### src/cas_pkg.sv
// Constants and types of the ALU and core status register bank.
// Assumes a Wishbone slave with 8-bit byte addresses and 8-bit data.
package cas_pkg;

    // Register indices; the byte address is four times the index
    localparam logic [7:0] ALU_STA_IDX = 8'h04;
    localparam logic [7:0] CPU_STA_IDX = 8'h06;
    localparam logic [7:0] PTR0_IDX = 8'h08;
    localparam logic [7:0] PTR1_IDX = 8'h09;
    localparam logic [7:0] RESULT_IDX = 8'h0A;
    localparam logic [7:0] ALU_STA_ADDR = {ALU_STA_IDX[5:0], 2'b00};
    localparam logic [7:0] CPU_STA_ADDR = {CPU_STA_IDX[5:0], 2'b00};
    localparam logic [7:0] PTR0_ADDR = {PTR0_IDX[5:0], 2'b00};
    localparam logic [7:0] PTR1_ADDR = {PTR1_IDX[5:0], 2'b00};
    localparam logic [7:0] RESULT_ADDR = {RESULT_IDX[5:0], 2'b00};

    // ALU status fields
    localparam int ALU_C_BIT = 0;
    localparam int ALU_DC_BIT = 1;
    localparam int ALU_Z_BIT = 2;
    localparam int ALU_OV_BIT = 3;
    localparam int ALU_FS0_LSB = 4;
    localparam logic [7:0] ALU_STA_RST = 8'hF0;

    // Core status fields
    localparam int CPU_BOR_BIT = 0;
    localparam int CPU_POR_BIT = 1;
    localparam int CPU_PD_BIT = 2;
    localparam int CPU_TO_BIT = 3;
    localparam int CPU_GLOBAL_IRQ_MASK_BIT = 4;
    localparam int CPU_STACK_ROOM_FLAG_BIT = 5;
    localparam logic [7:0] CPU_STA_RST = 8'h3D;
    localparam logic [7:0] CPU_WR_MASK = 8'h13;
    localparam logic [7:0] CPU_IMPL_MASK = 8'h3F;

    // Pointer update modes; 1x holds the pointer
    localparam logic [1:0] PTR_POST_DEC = 2'h0;
    localparam logic [1:0] PTR_POST_INC = 2'h1;

    localparam logic [3:0] STACK_TOP = 4'hF;

    typedef enum logic [3:0] {
        OP_NONE = 4'h0,
        OP_MOVE = 4'h1,
        OP_ADD = 4'h2,
        OP_SUB = 4'h3,
        OP_AND = 4'h4,
        OP_IOR = 4'h5,
        OP_XOR = 4'h6,
        OP_CLEAR = 4'h7,
        OP_RRC = 4'h8,
        OP_RLC = 4'h9
    } cas_op_t;

endpackage

### src/cas_alu.sv
// Result and condition flags of one instruction, purely combinational.
// Assumes the caller picks operands and latches the outputs.
`timescale 1ns/10ps
module cas_alu (
    input wire cas_pkg::cas_op_t op_i,
    input wire logic [7:0] acc_i,
    input wire logic [7:0] opnd_i,
    input wire logic [7:0] single_i,
    input wire logic carry_i,
    output logic [7:0] res_o,
    output logic [3:0] flags_o,
    output logic [3:0] affect_o
);
    import cas_pkg::*;

    logic [8:0] sum9;
    logic [4:0] nib5;
    logic c;
    logic dc;
    logic ov;

    always_comb begin
        sum9 = 9'h000;
        nib5 = 5'h00;
        res_o = acc_i;
        c = carry_i;
        dc = 1'b0;
        ov = 1'b0;
        affect_o = 4'h0;
        case (op_i)
            OP_ADD: begin
                sum9 = {1'b0, acc_i} + {1'b0, opnd_i};
                nib5 = {1'b0, acc_i[3:0]} + {1'b0, opnd_i[3:0]};
                res_o = sum9[7:0];
                c = sum9[8];
                dc = nib5[4];
                ov = (acc_i[7] == opnd_i[7]) && (sum9[7] != acc_i[7]);
                affect_o = 4'hF;
            end
            OP_SUB: begin
                // Operand minus accumulator via two's complement add
                sum9 = {1'b0, opnd_i} + {1'b0, ~acc_i} + 9'h001;
                nib5 = {1'b0, opnd_i[3:0]} + {1'b0, ~acc_i[3:0]} + 5'h01;
                res_o = sum9[7:0];
                c = sum9[8];
                dc = nib5[4];
                ov = (opnd_i[7] != acc_i[7]) && (sum9[7] != opnd_i[7]);
                affect_o = 4'hF;
            end
            OP_AND: begin
                res_o = acc_i & opnd_i;
                affect_o = 4'h4;
            end
            OP_IOR: begin
                res_o = acc_i | opnd_i;
                affect_o = 4'h4;
            end
            OP_XOR: begin
                res_o = acc_i ^ opnd_i;
                affect_o = 4'h4;
            end
            OP_CLEAR: begin
                res_o = 8'h00;
                affect_o = 4'h4;
            end
            OP_RRC: begin
                res_o = {carry_i, single_i[7:1]};
                c = single_i[0];
                affect_o = 4'h1;
            end
            OP_RLC: begin
                res_o = {single_i[6:0], carry_i};
                c = single_i[7];
                affect_o = 4'h1;
            end
            OP_MOVE: begin
                res_o = single_i;
            end
            default: begin
                res_o = acc_i;
            end
        endcase
        flags_o = {ov, (res_o == 8'h00), dc, c};
    end
endmodule // cas_alu

### src/cas_ptr.sv
// Post-access update of one indirect pointer.
// Assumes the caller applies the result only on an indirect access.
`timescale 1ns/10ps
module cas_ptr (
    input wire logic [1:0] mode_i,
    input wire logic [7:0] ptr_i,
    output logic [7:0] next_o
);
    import cas_pkg::*;

    always_comb begin
        case (mode_i)
            PTR_POST_DEC: next_o = ptr_i - 8'h01;
            PTR_POST_INC: next_o = ptr_i + 8'h01;
            default: next_o = ptr_i;
        endcase
    end
endmodule // cas_ptr

### src/cas_regs.sv
// ALU flag and pointer mode register, core status and reset cause register.
// Assumes Wishbone classic master, same-clock event inputs, rst_i = power-on.
//
// The Wishbone register port was decided locally.
`timescale 1ns/10ps
module cas_regs (
    input wire logic clk_i,
    input wire logic rst_i,
    input wire logic ce_i,
    input wire logic wb_cyc_i,
    input wire logic wb_stb_i,
    input wire logic wb_we_i,
    input wire logic [7:0] wb_adr_i,
    input wire logic [7:0] wb_dat_i,
    input wire logic [0:0] wb_sel_i,
    output logic [7:0] wb_dat_o,
    output logic wb_ack_o,
    input wire logic op_valid_i,
    input wire cas_pkg::cas_op_t op_code_i,
    input wire logic op_src_file_i,
    input wire logic op_dest_status_i,
    input wire logic [7:0] working_accumulator_i,
    input wire logic [7:0] file_operand_i,
    input wire logic [7:0] imm_operand_i,
    output logic [7:0] result_o,
    output logic result_valid_o,
    input wire logic [1:0] ind_access_i,
    output logic [7:0] first_indirect_pointer_o,
    output logic [7:0] second_indirect_pointer_o,
    output logic [7:0] alu_flags_and_pointer_modes_o,
    output logic [7:0] core_status_and_reset_cause_o,
    input wire logic stack_push_i,
    input wire logic stack_pop_i,
    input wire logic watchdog_kick_instr_i,
    input wire logic sleep_instr_i,
    input wire logic watchdog_timeout_i,
    input wire logic external_reset_pin_evt_i,
    input wire logic brownout_reset_i,
    input wire logic brownout_detect_fuse_i,
    input wire logic irq_request_i,
    output logic irq_take_o
);
    import cas_pkg::*;

    typedef struct packed {
        logic [7:0] alu;
        logic [7:0] cpu;
        logic [3:0] sp;
        logic lock;
        logic [1:0][7:0] ptr;
        logic [7:0] result;
        logic res_valid;
        logic ack;
        logic [7:0] rdat;
    } cas_state_t;

    localparam cas_state_t RESET_STATE = '{
        alu: ALU_STA_RST, cpu: CPU_STA_RST, sp: 4'h0, lock: 1'b0,
        ptr: '0, result: 8'h00, res_valid: 1'b0, ack: 1'b0, rdat: 8'h00};

    cas_state_t s;
    cas_state_t next_s;

    logic [7:0] opnd;
    logic [7:0] single;
    logic [7:0] alu_res;
    logic [3:0] alu_flags;
    logic [3:0] alu_aff;
    logic [1:0][7:0] ptr_upd;
    logic req;
    logic wr;
    logic dev_reset;
    logic [7:0] fl;

    // Second operand and single operand source
    assign opnd = op_src_file_i ? file_operand_i : imm_operand_i;
    assign single = op_src_file_i ? file_operand_i : working_accumulator_i;

    cas_alu u_alu (
        .op_i(op_code_i),
        .acc_i(working_accumulator_i),
        .opnd_i(opnd),
        .single_i(single),
        .carry_i(s.alu[ALU_C_BIT]),
        .res_o(alu_res),
        .flags_o(alu_flags),
        .affect_o(alu_aff)
    );

    // Pointer 0 uses bits 5-4, pointer 1 bits 7-6
    genvar gi;
    generate
        for (gi = 0; gi < 2; gi++) begin : g_ptr
            cas_ptr u_ptr (
                .mode_i(s.alu[ALU_FS0_LSB + 2 * gi +: 2]),
                .ptr_i(s.ptr[gi]),
                .next_o(ptr_upd[gi])
            );
        end
    endgenerate

    assign req = wb_cyc_i & wb_stb_i & ~s.ack;
    assign wr = req & wb_we_i & wb_sel_i[0];
    assign dev_reset = external_reset_pin_evt_i | watchdog_timeout_i | brownout_reset_i;

    always_comb begin
        next_s = s;
        fl = 8'h00;
        if (ce_i) begin
            next_s.ack = req;
            if (req) begin
                case (wb_adr_i)
                    ALU_STA_ADDR: next_s.rdat = s.alu;
                    CPU_STA_ADDR: next_s.rdat = s.cpu & CPU_IMPL_MASK;
                    PTR0_ADDR: next_s.rdat = s.ptr[0];
                    PTR1_ADDR: next_s.rdat = s.ptr[1];
                    RESULT_ADDR: next_s.rdat = s.result;
                    default: next_s.rdat = 8'h00;
                endcase
            end
            if (wr && wb_adr_i == ALU_STA_ADDR) begin
                next_s.alu = wb_dat_i;
            end
            if (wr && wb_adr_i == CPU_STA_ADDR) begin
                // Only mask and reset-cause bits take software data
                next_s.cpu = (s.cpu & ~CPU_WR_MASK) | (wb_dat_i & CPU_WR_MASK);
            end
            if (wr && wb_adr_i == PTR0_ADDR) begin
                next_s.ptr[0] = wb_dat_i;
            end
            if (wr && wb_adr_i == PTR1_ADDR) begin
                next_s.ptr[1] = wb_dat_i;
            end
            // Instruction result and flags in one cycle
            next_s.res_valid = op_valid_i;
            if (op_valid_i) begin
                next_s.result = alu_res;
                fl = next_s.alu;
                if (op_dest_status_i) begin
                    fl[7:4] = alu_res[7:4];
                    if (alu_aff == 4'h0) begin
                        fl[3:0] = alu_res[3:0];
                    end else begin
                        fl[3:0] = s.alu[3:0];
                    end
                end
                fl[3:0] = (fl[3:0] & ~alu_aff) | (alu_flags & alu_aff);
                next_s.alu = fl;
            end
            for (int i = 0; i < 2; i++) begin
                if (ind_access_i[i]) begin
                    next_s.ptr[i] = ptr_upd[i];
                end
            end
            // Stack pointer and room flag
            if (stack_push_i && !stack_pop_i) begin
                next_s.sp = s.sp + 4'h1;
                if (s.sp == STACK_TOP) begin
                    next_s.lock = 1'b1;
                end
            end else if (stack_pop_i && !stack_push_i) begin
                next_s.sp = s.sp - 4'h1;
            end
            // Power state events
            if (watchdog_kick_instr_i) begin
                next_s.cpu[CPU_TO_BIT] = 1'b1;
                next_s.cpu[CPU_PD_BIT] = 1'b1;
            end
            if (sleep_instr_i) begin
                next_s.cpu[CPU_TO_BIT] = 1'b1;
                next_s.cpu[CPU_PD_BIT] = 1'b0;
            end
            if (watchdog_timeout_i) begin
                next_s.cpu[CPU_TO_BIT] = 1'b0;
            end
            // Device resets other than power-on; pin reset keeps TO and PD
            if (dev_reset) begin
                next_s.sp = 4'h0;
                next_s.lock = 1'b0;
                next_s.cpu[CPU_GLOBAL_IRQ_MASK_BIT] = 1'b1;
                next_s.alu[7:4] = ALU_STA_RST[7:4];
                next_s.res_valid = 1'b0;
            end
            if (brownout_reset_i) begin
                next_s.cpu[CPU_TO_BIT] = 1'b1;
                next_s.cpu[CPU_PD_BIT] = 1'b1;
                if (brownout_detect_fuse_i) begin
                    next_s.cpu[CPU_BOR_BIT] = 1'b0;
                end
            end
            next_s.cpu[CPU_STACK_ROOM_FLAG_BIT] = !next_s.lock && (next_s.sp != STACK_TOP);
        end
    end

    // Power-on reset clears its cause flag via the reset value
    always_ff @(posedge clk_i) begin
        if (rst_i) begin
            s <= RESET_STATE;
        end else begin
            s <= next_s;
        end
    end

    assign wb_ack_o = s.ack;
    assign wb_dat_o = s.rdat;
    assign result_o = s.result;
    assign result_valid_o = s.res_valid;
    assign first_indirect_pointer_o = s.ptr[0];
    assign second_indirect_pointer_o = s.ptr[1];
    assign alu_flags_and_pointer_modes_o = s.alu;
    assign core_status_and_reset_cause_o = s.cpu & CPU_IMPL_MASK;
    assign irq_take_o = irq_request_i & ~s.cpu[CPU_GLOBAL_IRQ_MASK_BIT];

    // Checks
    logic signed [9:0] add_wide;
    logic [4:0] nib_sum;
    logic quiet;
    assign add_wide = $signed({{2{working_accumulator_i[7]}}, working_accumulator_i})
        + $signed({{2{opnd[7]}}, opnd});
    assign nib_sum = {1'b0, working_accumulator_i[3:0]} + {1'b0, opnd[3:0]};
    assign quiet = !dev_reset && !wr;
endmodule // cas_regs

### config.mk
export PLATFORM = sky130hd
export DESIGN_NAME = cas_regs
export DESIGN_NICKNAME = d
export VERILOG_FILES = /design/src/cas_pkg.sv /design/src/cas_alu.sv /design/src/cas_ptr.sv /design/src/cas_regs.sv
export SDC_FILE = /design/constraint.sdc
export NUM_CORES = 1
export LEC_CHECK = 0
export BUFFER_PORTS_ARGS = -buffer_cell sky130_fd_sc_hd__buf_2
export CAP_MARGIN = 20
export CORE_ASPECT_RATIO = 1.25
export CORE_MARGIN = 2
export CORE_UTILIZATION = 30
export CTS_CLUSTER_DIAMETER = 100
export DETAILED_ROUTE_END_ITERATION = 12
export PLACE_DENSITY = 0.56
export SYNTH_ARGS = -nofsm -noshare
export SYNTH_HDL_FRONTEND = slang
export SYNTH_SLANG_ARGS = --single-unit
export TNS_END_PERCENT = 20
### constraint.sdc
create_clock -name clk_i -period 3.25 [get_ports clk_i]
set_input_delay 0.65 -clock clk_i [delete_from_list [all_inputs] [get_ports clk_i]]
set_output_delay 0.65 -clock clk_i [all_outputs]
set_load 0.03 [all_outputs]
==> results of run 1 <==
## layer usage
| layer | GRT usage [%] | up-vias |
|---|---|---|
| met5 | 0 | - |
| met4 | 5.00 | 2 |
| met3 | 1.88 | 22 |
| met2 | 30.0 | 171 |
| met1 | 22.8 | 2658 |
| li1 | - | 2793 |
## power by group through the flow
stage | Clock [mW] | Sequential [mW] | Combinational, mW
6_report | 0.615 | 0.696 | 0.683
5_1_grt | 0.645 | 0.699 | 0.748
4_1_cts | 0.630 | 0.696 | 0.683
3_5_place_dp | 0 | 0.711 | 0.680
3_3_place_gp | 0 | 0.711 | 0.677
2_1_floorplan | 0 | 0.701 | 0.498
## worst max-delay path: cells and delay by family
family / cells / cell delay (ns)
adders and majority gates: 2 / 0.61
buffers and inverters: 3 / 0.40
muxes: 1 / 0.29
AOI/OAI and AO/OA: 7 / 1.28
## sequential cells by signal, summed over array words and instances (netlist names), named ones only
name / flops
first_indirect_pointer_o: 8
result_o: 8
second_indirect_pointer_o: 8
wb_dat_o: 8
core_status_and_reset_cause_o: 6
s: 5
alu_flags_and_pointer_modes_o: 4
result_valid_o: 1
wb_ack_o: 1
## through the flow
step	total power, mW	cells	setup WS (ns)	utilization (%)
final	1.99	1041	0.232	34.2
after global routing	2.09	1041	0.0894	34.2
after CTS	2.01	1040	0.237	34.2
after detailed placement	1.39	1032	-0.0752	33.3
after global placement	1.39	1032	0.0401	33.3
after floorplan	1.20	756	0.0378	-
## logic make-up (layout without fill, tap and decap cells)
logic type	Yosys count	count (layout)	synth area share, %
other	1	2	0.0647
buffers and inverters	132	185	12.5
XOR/XNOR	23	23	3.48
adder cells (fa/ha/maj)	43	43	9.80
multiplexers	51	51	9.99
AO/OA/AOI/OAI	216	216	24.6
flip-flops	53	53	18.3
AND/OR/NAND/NOR	236	236	21.3
## synthesized netlist by cell type (8+ instances only)
| master | count |
|---|---|
| o21bai_1 | 8 |
| nor2_1 | 76 |
| nor3_1 | 18 |
| a211oi_1 | 10 |
| nand3_1 | 18 |
| nand2b_1 | 10 |
| inv_1 | 40 |
| xnor2_1 | 18 |
| o21ai_0 | 37 |
| buf_4 | 51 |
| nand2_1 | 45 |
| a21oi_1 | 67 |
| o221ai_1 | 8 |
| ha_1 | 39 |
| nor2b_1 | 21 |
| a22oi_1 | 8 |
| dfxtp_1 | 53 |
| buf_2 | 16 |
| mux2i_1 | 38 |
| nand4_1 | 9 |
| a31oi_1 | 8 |
| clkbuf_1 | 19 |
## area by class of cell
cell class	count	area share [%]
multi-input combinational	571	62.4
inverter	41	2.39
sequential	53	16.5
tap	232	4.50
clock inverter	2	0.602
timing repair buffer	136	11.6
clock buffer	6	2.00
## final timing paths
kind | start | endpoint | slack, ns | depth (start not counted)
worst max-delay path | op_src_file_i | alu_flags_and_pointer_modes_o[6]$_SDFFE_PP1P_ | 0.23 | 13
worst min-delay path | wb_dat_o[0]$_SDFFE_PP0P_ | wb_dat_o[0]$_SDFFE_PP0P_ | 0.46 | 2
worst max register to register | alu_flags_and_pointer_modes_o[7]$_SDFFE_PP1P_ | second_indirect_pointer_o[7]$_SDFFE_PP0P_ | 0.52 | 9
worst min register to register | wb_dat_o[0]$_SDFFE_PP0P_ | wb_dat_o[0]$_SDFFE_PP0P_ | 0.46 | 2
==> metrics.cfg, run 1 <==
[run_status]
status = finished, final reports clean

[yosys]
ys_types = 80
async_reset_ff_share_pct = 0
seq_area_frac_synth_pct = 18.3
synthTopCellsByArea = dfxtp_1 (18%), ha_1 (8.4%), buf_4 (6.6%)
yosysTopAreaCellShare_pct = 18.3
synth_edf_count = 0
synth.ff_latch_count = 53
ys.flop_type = dfxtp_1
netlist_area_sq_um = 5800
ys_warn_count = 0
synth.largest_area_cell = dfxtp_1
syn_inst = 755
synth_area_per_cell_sq_um = 7.68

[worst_setup_path]
cpPeakStageDelay_ns = 0.44
crit_type = input pin to register
end_kind = register
crit_path_top_delay_cell = a31oi_1
worst_setup_path_start_kind = input pin
path_cells = buf_2 -> mux2i_2 -> inv_1 -> ha_1 -> fa_2 -> a211oi_2 -> buf_4 -> o211ai_1 -> o41ai_1 -> a22oi_1 -> a31oi_1 -> a21oi_1 -> o21ai_1
critPathMaxFanout = 4
cp.required_ns = 3.48
arrival_ns = 3.25

[sta]
final-setup-viol-count = 0
fmax_ghz = 0.331
fin_crit_ns = 3.02
worst_pin_slew_ns = 0.676
grt_setup_unrepaired = false
maxSlewViolCount = 0
hold_slack_ns = 0.458
slew_headroom_pct = 54.4
hold_violations = 0
fin_crit_sh_pct = 92.9
fin_skew_ns = 0.00368
tns_ns = 0

[clock_network]
path_clk_slew_ns = 0.07
clockBufferDepth = 2
clockRootBuffer = clkbuf_16
cts_max_level = 2
cts_sinks = 53
post_cts_buffers = 0
cts_tree = built
cts_hold_buf = 0
cts_resized = 0
cts_buffers = 5
insertion_delay_ns = 0.29

[placed_design]
place_congestion = 0.895
placed_cell_area_sq_um = 6270
hpwl_um = 14500
numPortBuffers = 113

[route]
first_pass_iters = 7
initialDrtViolationCount = 327
ant_nets = 0
drc_errors = 0
wl_met3_um = 837
drt-total-wl_um = 18100
dr_total_vias = 5646
top_layer_used = met5
wl_per_cell_um = 17.4
wl_met1_um = 7980
post_drt_via_cell_ratio = 5.42
wl_met2_um = 8900

[global_routing]
grt_pass1_wl_um = 29000
grt_overflow_total = 0
grt_max_degree = 27
grt_pass1_vias = 5378
grt_usage_pct = 17.4
antenna_found_initial = 1

[cells_and_area]
diodes = 0
regArea_sq_um = 1060
fillers = 2020
final_cell_mix = buf_2 (113), nor2_1 (76), a21oi_1 (67), dfxtp_1 (53), nand2_1 (45)
drive_above_1_share_pct = 21.8
layout_commonest_cell = buf_2
multiInputGateArea_sq_um = 4020
fin_nets = 916
post-route-cell-area_sq_um = 6450
area_growth_pct = 11.2

[floorplanning]
coreArea_sq_um = 18800
die-width_um = 128
die_h_um = 159
initial_core_util_pct = 30.8
die-area_sq_um = 20500
rows = 56
io-pin-count = 116

[pwr]
leakage_nw = 2.83
p_clk_share_pct = 30.8
switching_share_pct = 34.6
power.switching_mw = 0.690
irDropWorstVdd_mv = 0.176
combPwrFrac_pct = 34.2
p_seq_share_pct = 34.9
powerDensity_nw_per_um2 = 309
internal-power_mw = 1.30

[run]
maxCapViolations = 0

[worst_hold_path]
min_path_type = register to register

Power figures use the tool's default switching activity.
==> run 2, diff against run 1 <==
--- a/config.mk
+++ b/config.mk
@@ -5,14 +5,14 @@
 export SDC_FILE = /design/constraint.sdc
 export NUM_CORES = 1
 export LEC_CHECK = 0
+export ABC_AREA = 1
 export BUFFER_PORTS_ARGS = -buffer_cell sky130_fd_sc_hd__buf_2
 export CAP_MARGIN = 20
 export CORE_ASPECT_RATIO = 1.25
-export CORE_MARGIN = 2
 export CORE_UTILIZATION = 30
 export CTS_CLUSTER_DIAMETER = 100
 export DETAILED_ROUTE_END_ITERATION = 12
-export PLACE_DENSITY = 0.56
+export PLACE_DENSITY = 0.57
 export SYNTH_ARGS = -nofsm -noshare
 export SYNTH_HDL_FRONTEND = slang
 export SYNTH_SLANG_ARGS = --single-unit
==> metrics.cfg, run 2 <==
[route]
drt-total-wl_um = 18400  ; was 18,100 um
initialDrtViolationCount = 440  ; was 327
drc_errors = 0  ; unchanged
first_pass_iters = 5  ; was 7
wl_per_cell_um = 15.5  ; was 17.4 um
post_drt_via_cell_ratio = 4.91  ; was 5.42
dr_total_vias = 5854  ; was 5,646
ant_nets = 0  ; unchanged

[floorplanning]
die-width_um = 124  ; was 128 um
initial_core_util_pct = 30.7  ; was 30.8%
rows = 55  ; was 56
die_h_um = 154  ; was 159 um
die-area_sq_um = 19100  ; was 20,500 sq um
coreArea_sq_um = 18100  ; was 18,800 sq um
io-pin-count = 116  ; unchanged

[run]
maxCapViolations = 0  ; unchanged

[sta]
fin_crit_sh_pct = 87.7  ; was 92.9%
final-setup-viol-count = 0  ; unchanged
fin_skew_ns = 0.00628  ; was 0.00368 ns
slew_headroom_pct = 42.9  ; was 54.4%
worst_pin_slew_ns = 0.855  ; was 0.676 ns
maxSlewViolCount = 0  ; unchanged
tns_ns = 0  ; unchanged
hold_violations = 0  ; unchanged
fin_crit_ns = 2.85  ; was 3.02 ns
grt_setup_unrepaired = false  ; unchanged
fmax_ghz = 0.351  ; was 0.331 GHz

[pwr]
leakage_nw = 3.12  ; was 2.83 nW
powerDensity_nw_per_um2 = 318  ; was 309 nW/um^2
irDropWorstVdd_mv = 0.180  ; was 0.176 mV

[clock_network]
cts_tree = built  ; unchanged
clockBufferDepth = 2  ; unchanged
cts_resized = 0  ; unchanged
post_cts_buffers = 0  ; unchanged
cts_buffers = 5  ; unchanged
insertion_delay_ns = 0.30  ; was 0.29 ns
cts_hold_buf = 0  ; unchanged
cts_sinks = 53  ; unchanged
cts_max_level = 2  ; unchanged
path_clk_slew_ns = 0.07  ; about the same
clockRootBuffer = clkbuf_16  ; unchanged

[worst_setup_path]
r2r_cells = 11  ; was 9
r2r-start = alu_flags_and_pointer_modes_o[5]$_SDFFE_PP1P_  ; was alu_flags_and_pointer_modes_o[7]$_SDFFE_PP1P_
end_kind = register  ; unchanged
cp.required_ns = 3.48  ; about the same
crit_type = input pin to register  ; unchanged
arrival_ns = 3.08  ; was 3.25 ns
r2r-end = first_indirect_pointer_o[6]$_SDFFE_PP0P_  ; was second_indirect_pointer_o[7]$_SDFFE_PP0P_
path_cells = buf_2 -> inv_1 -> nor2_1 -> inv_1 -> o21ai_0 -> buf_4 -> ha_1 -> fa_1 -> inv_1 -> nand2_1 -> nand2_1 -> nand3_1 -> nand3_1 -> nand4_1 -> nor2_1 -> nand2_1 -> nor2_1 -> nand3_1 -> nand2_1 -> nand2_1 -> a21oi_1  ; was buf_2 -> mux2i_2 -> inv_1 -> ha_1 -> fa_2 -> a211oi_2 -> buf_4 -> o211ai_1 -> o41ai_1 -> a22oi_1 -> a31oi_1 -> a21oi_1 -> o21ai_1
critical_path.startpoint = op_src_file_i  ; unchanged
cpPeakStageDelay_ns = 0.39  ; was 0.44 ns
crit_top_cell = nand2_1
worst_setup_path_start_kind = input pin  ; unchanged
crit_path_top_delay_cell = fa_1  ; was a31oi_1
critPathMaxFanout = 9  ; was 4
rrSetupSlack_ns = 0.97  ; was 0.52 ns

[worst_hold_path]
min_path_type = register to register  ; unchanged
hold_start = wb_dat_o[7]$_SDFFE_PP0P_  ; was wb_dat_o[0]$_SDFFE_PP0P_
hold_depth = 2  ; unchanged
min_to = wb_dat_o[7]$_SDFFE_PP0P_  ; was wb_dat_o[0]$_SDFFE_PP0P_

[cells_and_area]
fillers = 2065  ; was 2,020
diodes = 0  ; unchanged
multiInputGateArea_sq_um = 3540  ; was 4020 sq um
fin_cells = 1192  ; was 1,041
fin_nets = 1072  ; was 916
layout_commonest_cell = nand2_1  ; was buf_2
drive_above_1_share_pct = 17.4  ; was 21.8%
regArea_sq_um = 1060  ; unchanged
final_cell_mix = nand2_1 (207), inv_1 (124), buf_2 (113), nor2_1 (82), a21oi_1 (74)  ; was buf_2 (113), nor2_1 (76), a21oi_1 (67), dfxtp_1 (53), nand2_1 (45)
area_growth_pct = 11.2  ; about the same

[yosys]
synth.largest_area_cell = dfxtp_1  ; unchanged
yosysTopAreaCellShare_pct = 19.1  ; was 18.3%
ys.flop_type = dfxtp_1  ; unchanged
synth_area_per_cell_sq_um = 6.17  ; was 7.68 sq um
seq_area_frac_synth_pct = 19.1  ; was 18.3%
synthTopCellsByArea = dfxtp_1 (19%), nand2_1 (14%), ha_1 (8.8%)  ; was dfxtp_1 (18%), ha_1 (8.4%), buf_4 (6.6%)
synth_edf_count = 0  ; unchanged
ys_warn_count = 0  ; unchanged
yosysMostFrequentCell = nand2_1  ; was nor2_1
ys_types = 49  ; was 80
synth.ff_latch_count = 53  ; unchanged
ys_top_cells_by_count = nand2_1 (207), inv_1 (124), nor2_1 (82)  ; was nor2_1 (76), a21oi_1 (67), dfxtp_1 (53)
syn_inst = 900  ; was 755
async_reset_ff_share_pct = 0  ; unchanged
netlist_area_sq_um = 5550  ; was 5800 sq um

[placed_design]
hpwl_um = 15200  ; was 14,500 um
numPortBuffers = 113  ; unchanged
dp_cells = 1185  ; was 1,032
place_congestion = 0.987  ; was 0.895

[global_routing]
grt_pass1_vias = 5518  ; was 5,378
grt_max_degree = 28  ; was 27
grt_usage_pct = 19.7  ; was 17.4%
antenna_found_initial = 0  ; was 1
grt_overflow_total = 0  ; unchanged
grt_pass1_wl_um = 29100  ; was 29,000 um

[run_status]
status = finished, final reports clean  ; unchanged

[run 2: cell types whose count changed after synthesis, sizes merged, moves of 9 or more]
cell	delta
nor2	+19
nor3	-15
xnor2	-12
nor2b	-21
buf	-17
o21ai	+33
inv	+91
nand3	+39
mux2i	-37
nand2b	-10
mux2	-9
nand2	+170
[run 2: cell type report]
| type | count | share of cell area [%] |
|---|---|---|
| clock buffer | 6 | 2.25 |
| clock inverter | 1 | 0.122 |
| inverter | 133 | 8.11 |
| multi-input combinational | 648 | 57.3 |
| sequential | 53 | 17.2 |
| tap | 228 | 4.62 |
| timing repair buffer | 123 | 10.4 |
[run 2: kinds of logic (layout without fill, tap and decap cells)]
| group | Yosys count | after routing | synth area share [%] |
|---|---|---|---|
| AOI/OAI and AO/OA | 198 | 198 | 20.2 |
| xor gates and xnor gates | 15 | 15 | 2.37 |
| adders and majority gates | 43 | 43 | 10.2 |
| buffers and inverters | 200 | 263 | 17.2 |
| DFF | 53 | 53 | 19.1 |
| muxes | 1 | 1 | 0.180 |
| other | 1 | 2 | 0.0675 |
| and+or+nand+nor | 389 | 389 | 30.7 |
[run 2: metrics by stage]
step	hold slack (ns)	utilization, %	area, sq um	setup WS, ns	power, mW
floorplan	0.444	-	5560	0.454	1.23
global placement	0.459	33.3	6030	0.100	1.43
detailed placement	0.459	33.3	6030	0.0959	1.43
CTS	0.474	34.1	6170	0.390	1.97
global route	0.513	34.1	6170	0.0627	2.08
finish	0.470	34.1	6170	0.401	1.96
[run 2: layer usage]
layer / GRT usage, % / vias up / share of wire (%) / wire [um]
li1: - / 3015 / - / -
met1: 24.0 / 2653 / 43 / 7840
met2: 35.0 / 153 / 50 / 9280
met3: 1.71 / 33 / 3.9 / 719
met4: 7.92 / 0 / 3.2 / 584
met5: 0 / - / 0 / 0
[run 2: worst max-delay path: cells and delay by family]
kind                       cells  cell delay [ns]
AOI/OAI and AO/OA              2             0.20
adders and majority gates      2             0.58
buffers and inverters          5             0.57
and+or+nand+nor               12             1.05
[run 2: how the worst max path moves through the flow]
stage,end,slack (ns)
global route,register,0.06
finish,register,0.40
detailed placement,register,0.1
CTS,register,0.39
global placement,register,0.10
floorplan,register,0.45
[run 2: report_power, final]
part | internal (mW) | total (mW) | leakage [nW] | switching (mW)
Sequential | 0.679 | 0.713 | 0.433 | 0.0336
Combinational | 0.237 | 0.703 | 2.62 | 0.466
Clock | 0.303 | 0.545 | 0.0690 | 0.242
==> run 3, diff against run 2 <==
--- a/config.mk
+++ b/config.mk
@@ -12,7 +12,8 @@
 export CORE_UTILIZATION = 30
 export CTS_CLUSTER_DIAMETER = 100
 export DETAILED_ROUTE_END_ITERATION = 12
-export PLACE_DENSITY = 0.57
+export GPL_TIMING_DRIVEN = 0
+export PLACE_DENSITY = 0.54
 export SYNTH_ARGS = -nofsm -noshare
 export SYNTH_HDL_FRONTEND = slang
 export SYNTH_SLANG_ARGS = --single-unit
==> metrics.cfg, run 3 (synthesized netlist as in run 2, its figures left out) <==
[clock_network]
cts_hold_buf = 0  ; unchanged
cts_sinks = 53  ; unchanged
cts_max_level = 2  ; unchanged
clockRootBuffer = clkbuf_16  ; unchanged
clockBufferDepth = 2  ; unchanged
cts_buffers = 5  ; unchanged
insertion_delay_ns = 0.29  ; was 0.30 ns
cts_tree = built  ; unchanged
path_clk_slew_ns = 0.07  ; about the same

[cells_and_area]
drive_above_1_share_pct = 21.0  ; was 17.4%
fin_nets = 1129  ; was 1,072
final_cell_mix = nand2_1 (207), inv_1 (123), buf_2 (116), nor2_1 (81), a21oi_1 (74)  ; was nand2_1 (207), inv_1 (124), buf_2 (113), nor2_1 (82), a21oi_1 (74)
layout_commonest_cell = nand2_1  ; unchanged
area_growth_pct = 18.2  ; was 11.2%

[route]
post_drt_via_cell_ratio = 4.79  ; was 4.91
wl_per_cell_um = 15.0  ; was 15.5 um
dr_total_vias = 5987  ; was 5,854
first_pass_iters = 5  ; unchanged
drt-total-wl_um = 18800  ; was 18,400 um
drc_errors = 0  ; unchanged
ant_nets = 0  ; unchanged
initialDrtViolationCount = 324  ; was 440

[sta]
setup_slack_ns = 0.272  ; was 0.401 ns
slew_headroom_pct = 57.3  ; was 42.9%
hold_violations = 0  ; unchanged
maxSlewViolCount = 0  ; unchanged
worst_pin_slew_ns = 0.634  ; was 0.855 ns
fmax_ghz = 0.336  ; was 0.351 GHz
fin_crit_ns = 2.98  ; was 2.85 ns
fin_crit_sh_pct = 91.6  ; was 87.7%
final-setup-viol-count = 0  ; unchanged
fin_skew_ns = 0.00681  ; was 0.00628 ns
grt_setup_unrepaired = false  ; unchanged

[worst_hold_path]
min_path_type = register to register  ; unchanged
hold_depth = 2  ; unchanged

[floorplanning]
die_h_um = 154  ; unchanged
rows = 55  ; unchanged
initial_core_util_pct = 30.7  ; unchanged
coreArea_sq_um = 18100  ; unchanged
die-width_um = 124  ; unchanged
io-pin-count = 116  ; unchanged
die-area_sq_um = 19100  ; unchanged

[global_routing]
antenna_found_initial = 1  ; was 0
grt_pass1_wl_um = 29100  ; about the same
grt_max_degree = 16  ; was 28
grt_overflow_total = 0  ; unchanged
grt_usage_pct = 19.9  ; was 19.7%
grt_pass1_vias = 5602  ; was 5,518

[worst_setup_path]
cp.required_ns = 3.47  ; was 3.48 ns
critPathMaxFanout = 10  ; was 9
r2r_cells = 10  ; was 11
crit_type = input pin to register  ; unchanged
end_kind = register  ; unchanged
worst_setup_path_start_kind = input pin  ; unchanged
arrival_ns = 3.20  ; was 3.08 ns

[run_status]
status = finished, final reports clean  ; unchanged

[placed_design]
place_congestion = 0.947  ; was 0.987
hpwl_um = 15600  ; was 15,200 um
pre_cts_slack_ns = -0.378  ; was 0.0959 ns
numPortBuffers = 111  ; was 113

[run]
maxCapViolations = 0  ; unchanged

[pwr]
powerDensity_nw_per_um2 = 301  ; was 318 nW/um^2
irDropWorstVdd_mv = 0.192  ; was 0.180 mV
leakage_nw = 3.36  ; was 3.12 nW
p_total_mw = 1.98  ; was 1.96 mW

[run 3: power by group]
part	switching, mW	internal (mW)	total (mW)
logic	0.474	0.263	0.736
clock network	0.241	0.287	0.528
registers	0.0344	0.679	0.713
total	0.749	1.23	1.98
[run 3: cell type report]
class                      instances  area, sq um
antenna                            1         2.50
buffer                            67          457
clock buffer                       7          133
clock inverter                     1         7.51
fill                            2035        11500
inverter                         133          504
multi-input combinational        648         3540
sequential                        53         1060
tap                              228          285
timing repair buffer             113          571
[run 3: per-layer routing]
metal  vias to the layer above  global-route usage (%)  share of wire (%)  routed length, um
met5                         -                       0                  0                  0
met4                         0                    8.84                4.1                763
met3                        37                    1.67                4.0                748
met2                       148                    36.2                 51               9510
met1                      2669                    23.1                 41               7800
li1                       3133                       -                  -                  -
[run 3: worst max-delay path, cell delays in order]
cell,delay (ns)
buf_2,0.12
clkbuf_4,0.19
o21ai_1,0.25
inv_1,0.07
ha_1,0.27
fa_1,0.47
xor2_1,0.19
nand2_1,0.06
nand2_1,0.05
nor2_1,0.09
nand2_1,0.07
nor2_2,0.18
nand3_1,0.10
nor2_1,0.13
nand3_1,0.08
nand2_1,0.07
nand2_1,0.05
a21oi_1,0.10
[run 3: final timing paths]
check / to / from / slack, ns
max: register / op_src_file_i / 0.27
min: wb_dat_o[6]$_SDFFE_PP0P_ / wb_dat_o[6]$_SDFFE_PP0P_ / 0.47
max reg2reg: second_indirect_pointer_o[5]$_SDFFE_PP0P_ / alu_flags_and_pointer_modes_o[7]$_SDFFE_PP1P_ / 0.97
min reg2reg: wb_dat_o[6]$_SDFFE_PP0P_ / wb_dat_o[6]$_SDFFE_PP0P_ / 0.47
[run 3: through the flow]
step	area [sq um]	cells	TNS [ns]	hold WS, ns	utilization [%]
after CTS	6540	1248	0	0.475	36.1
after detailed placement	6400	1240	-1.35	0.465	35.3
final	6560	1251	0	0.474	36.3
after floorplan	5560	901	0	0.444	-
after global routing	6560	1250	0	0.485	36.3
after global placement	6400	1240	-1.20	0.458	35.3
[run 3: timing repair]
| action | 4_1_cts | 5_1_grt |
|---|---|---|
| setup buffers | 0 | 2 |
| endpoints found under the hold margin | 0 | 0 |
| endpoints found under the setup margin | 1 | 6 |
| resized for setup | 1 | 8 |
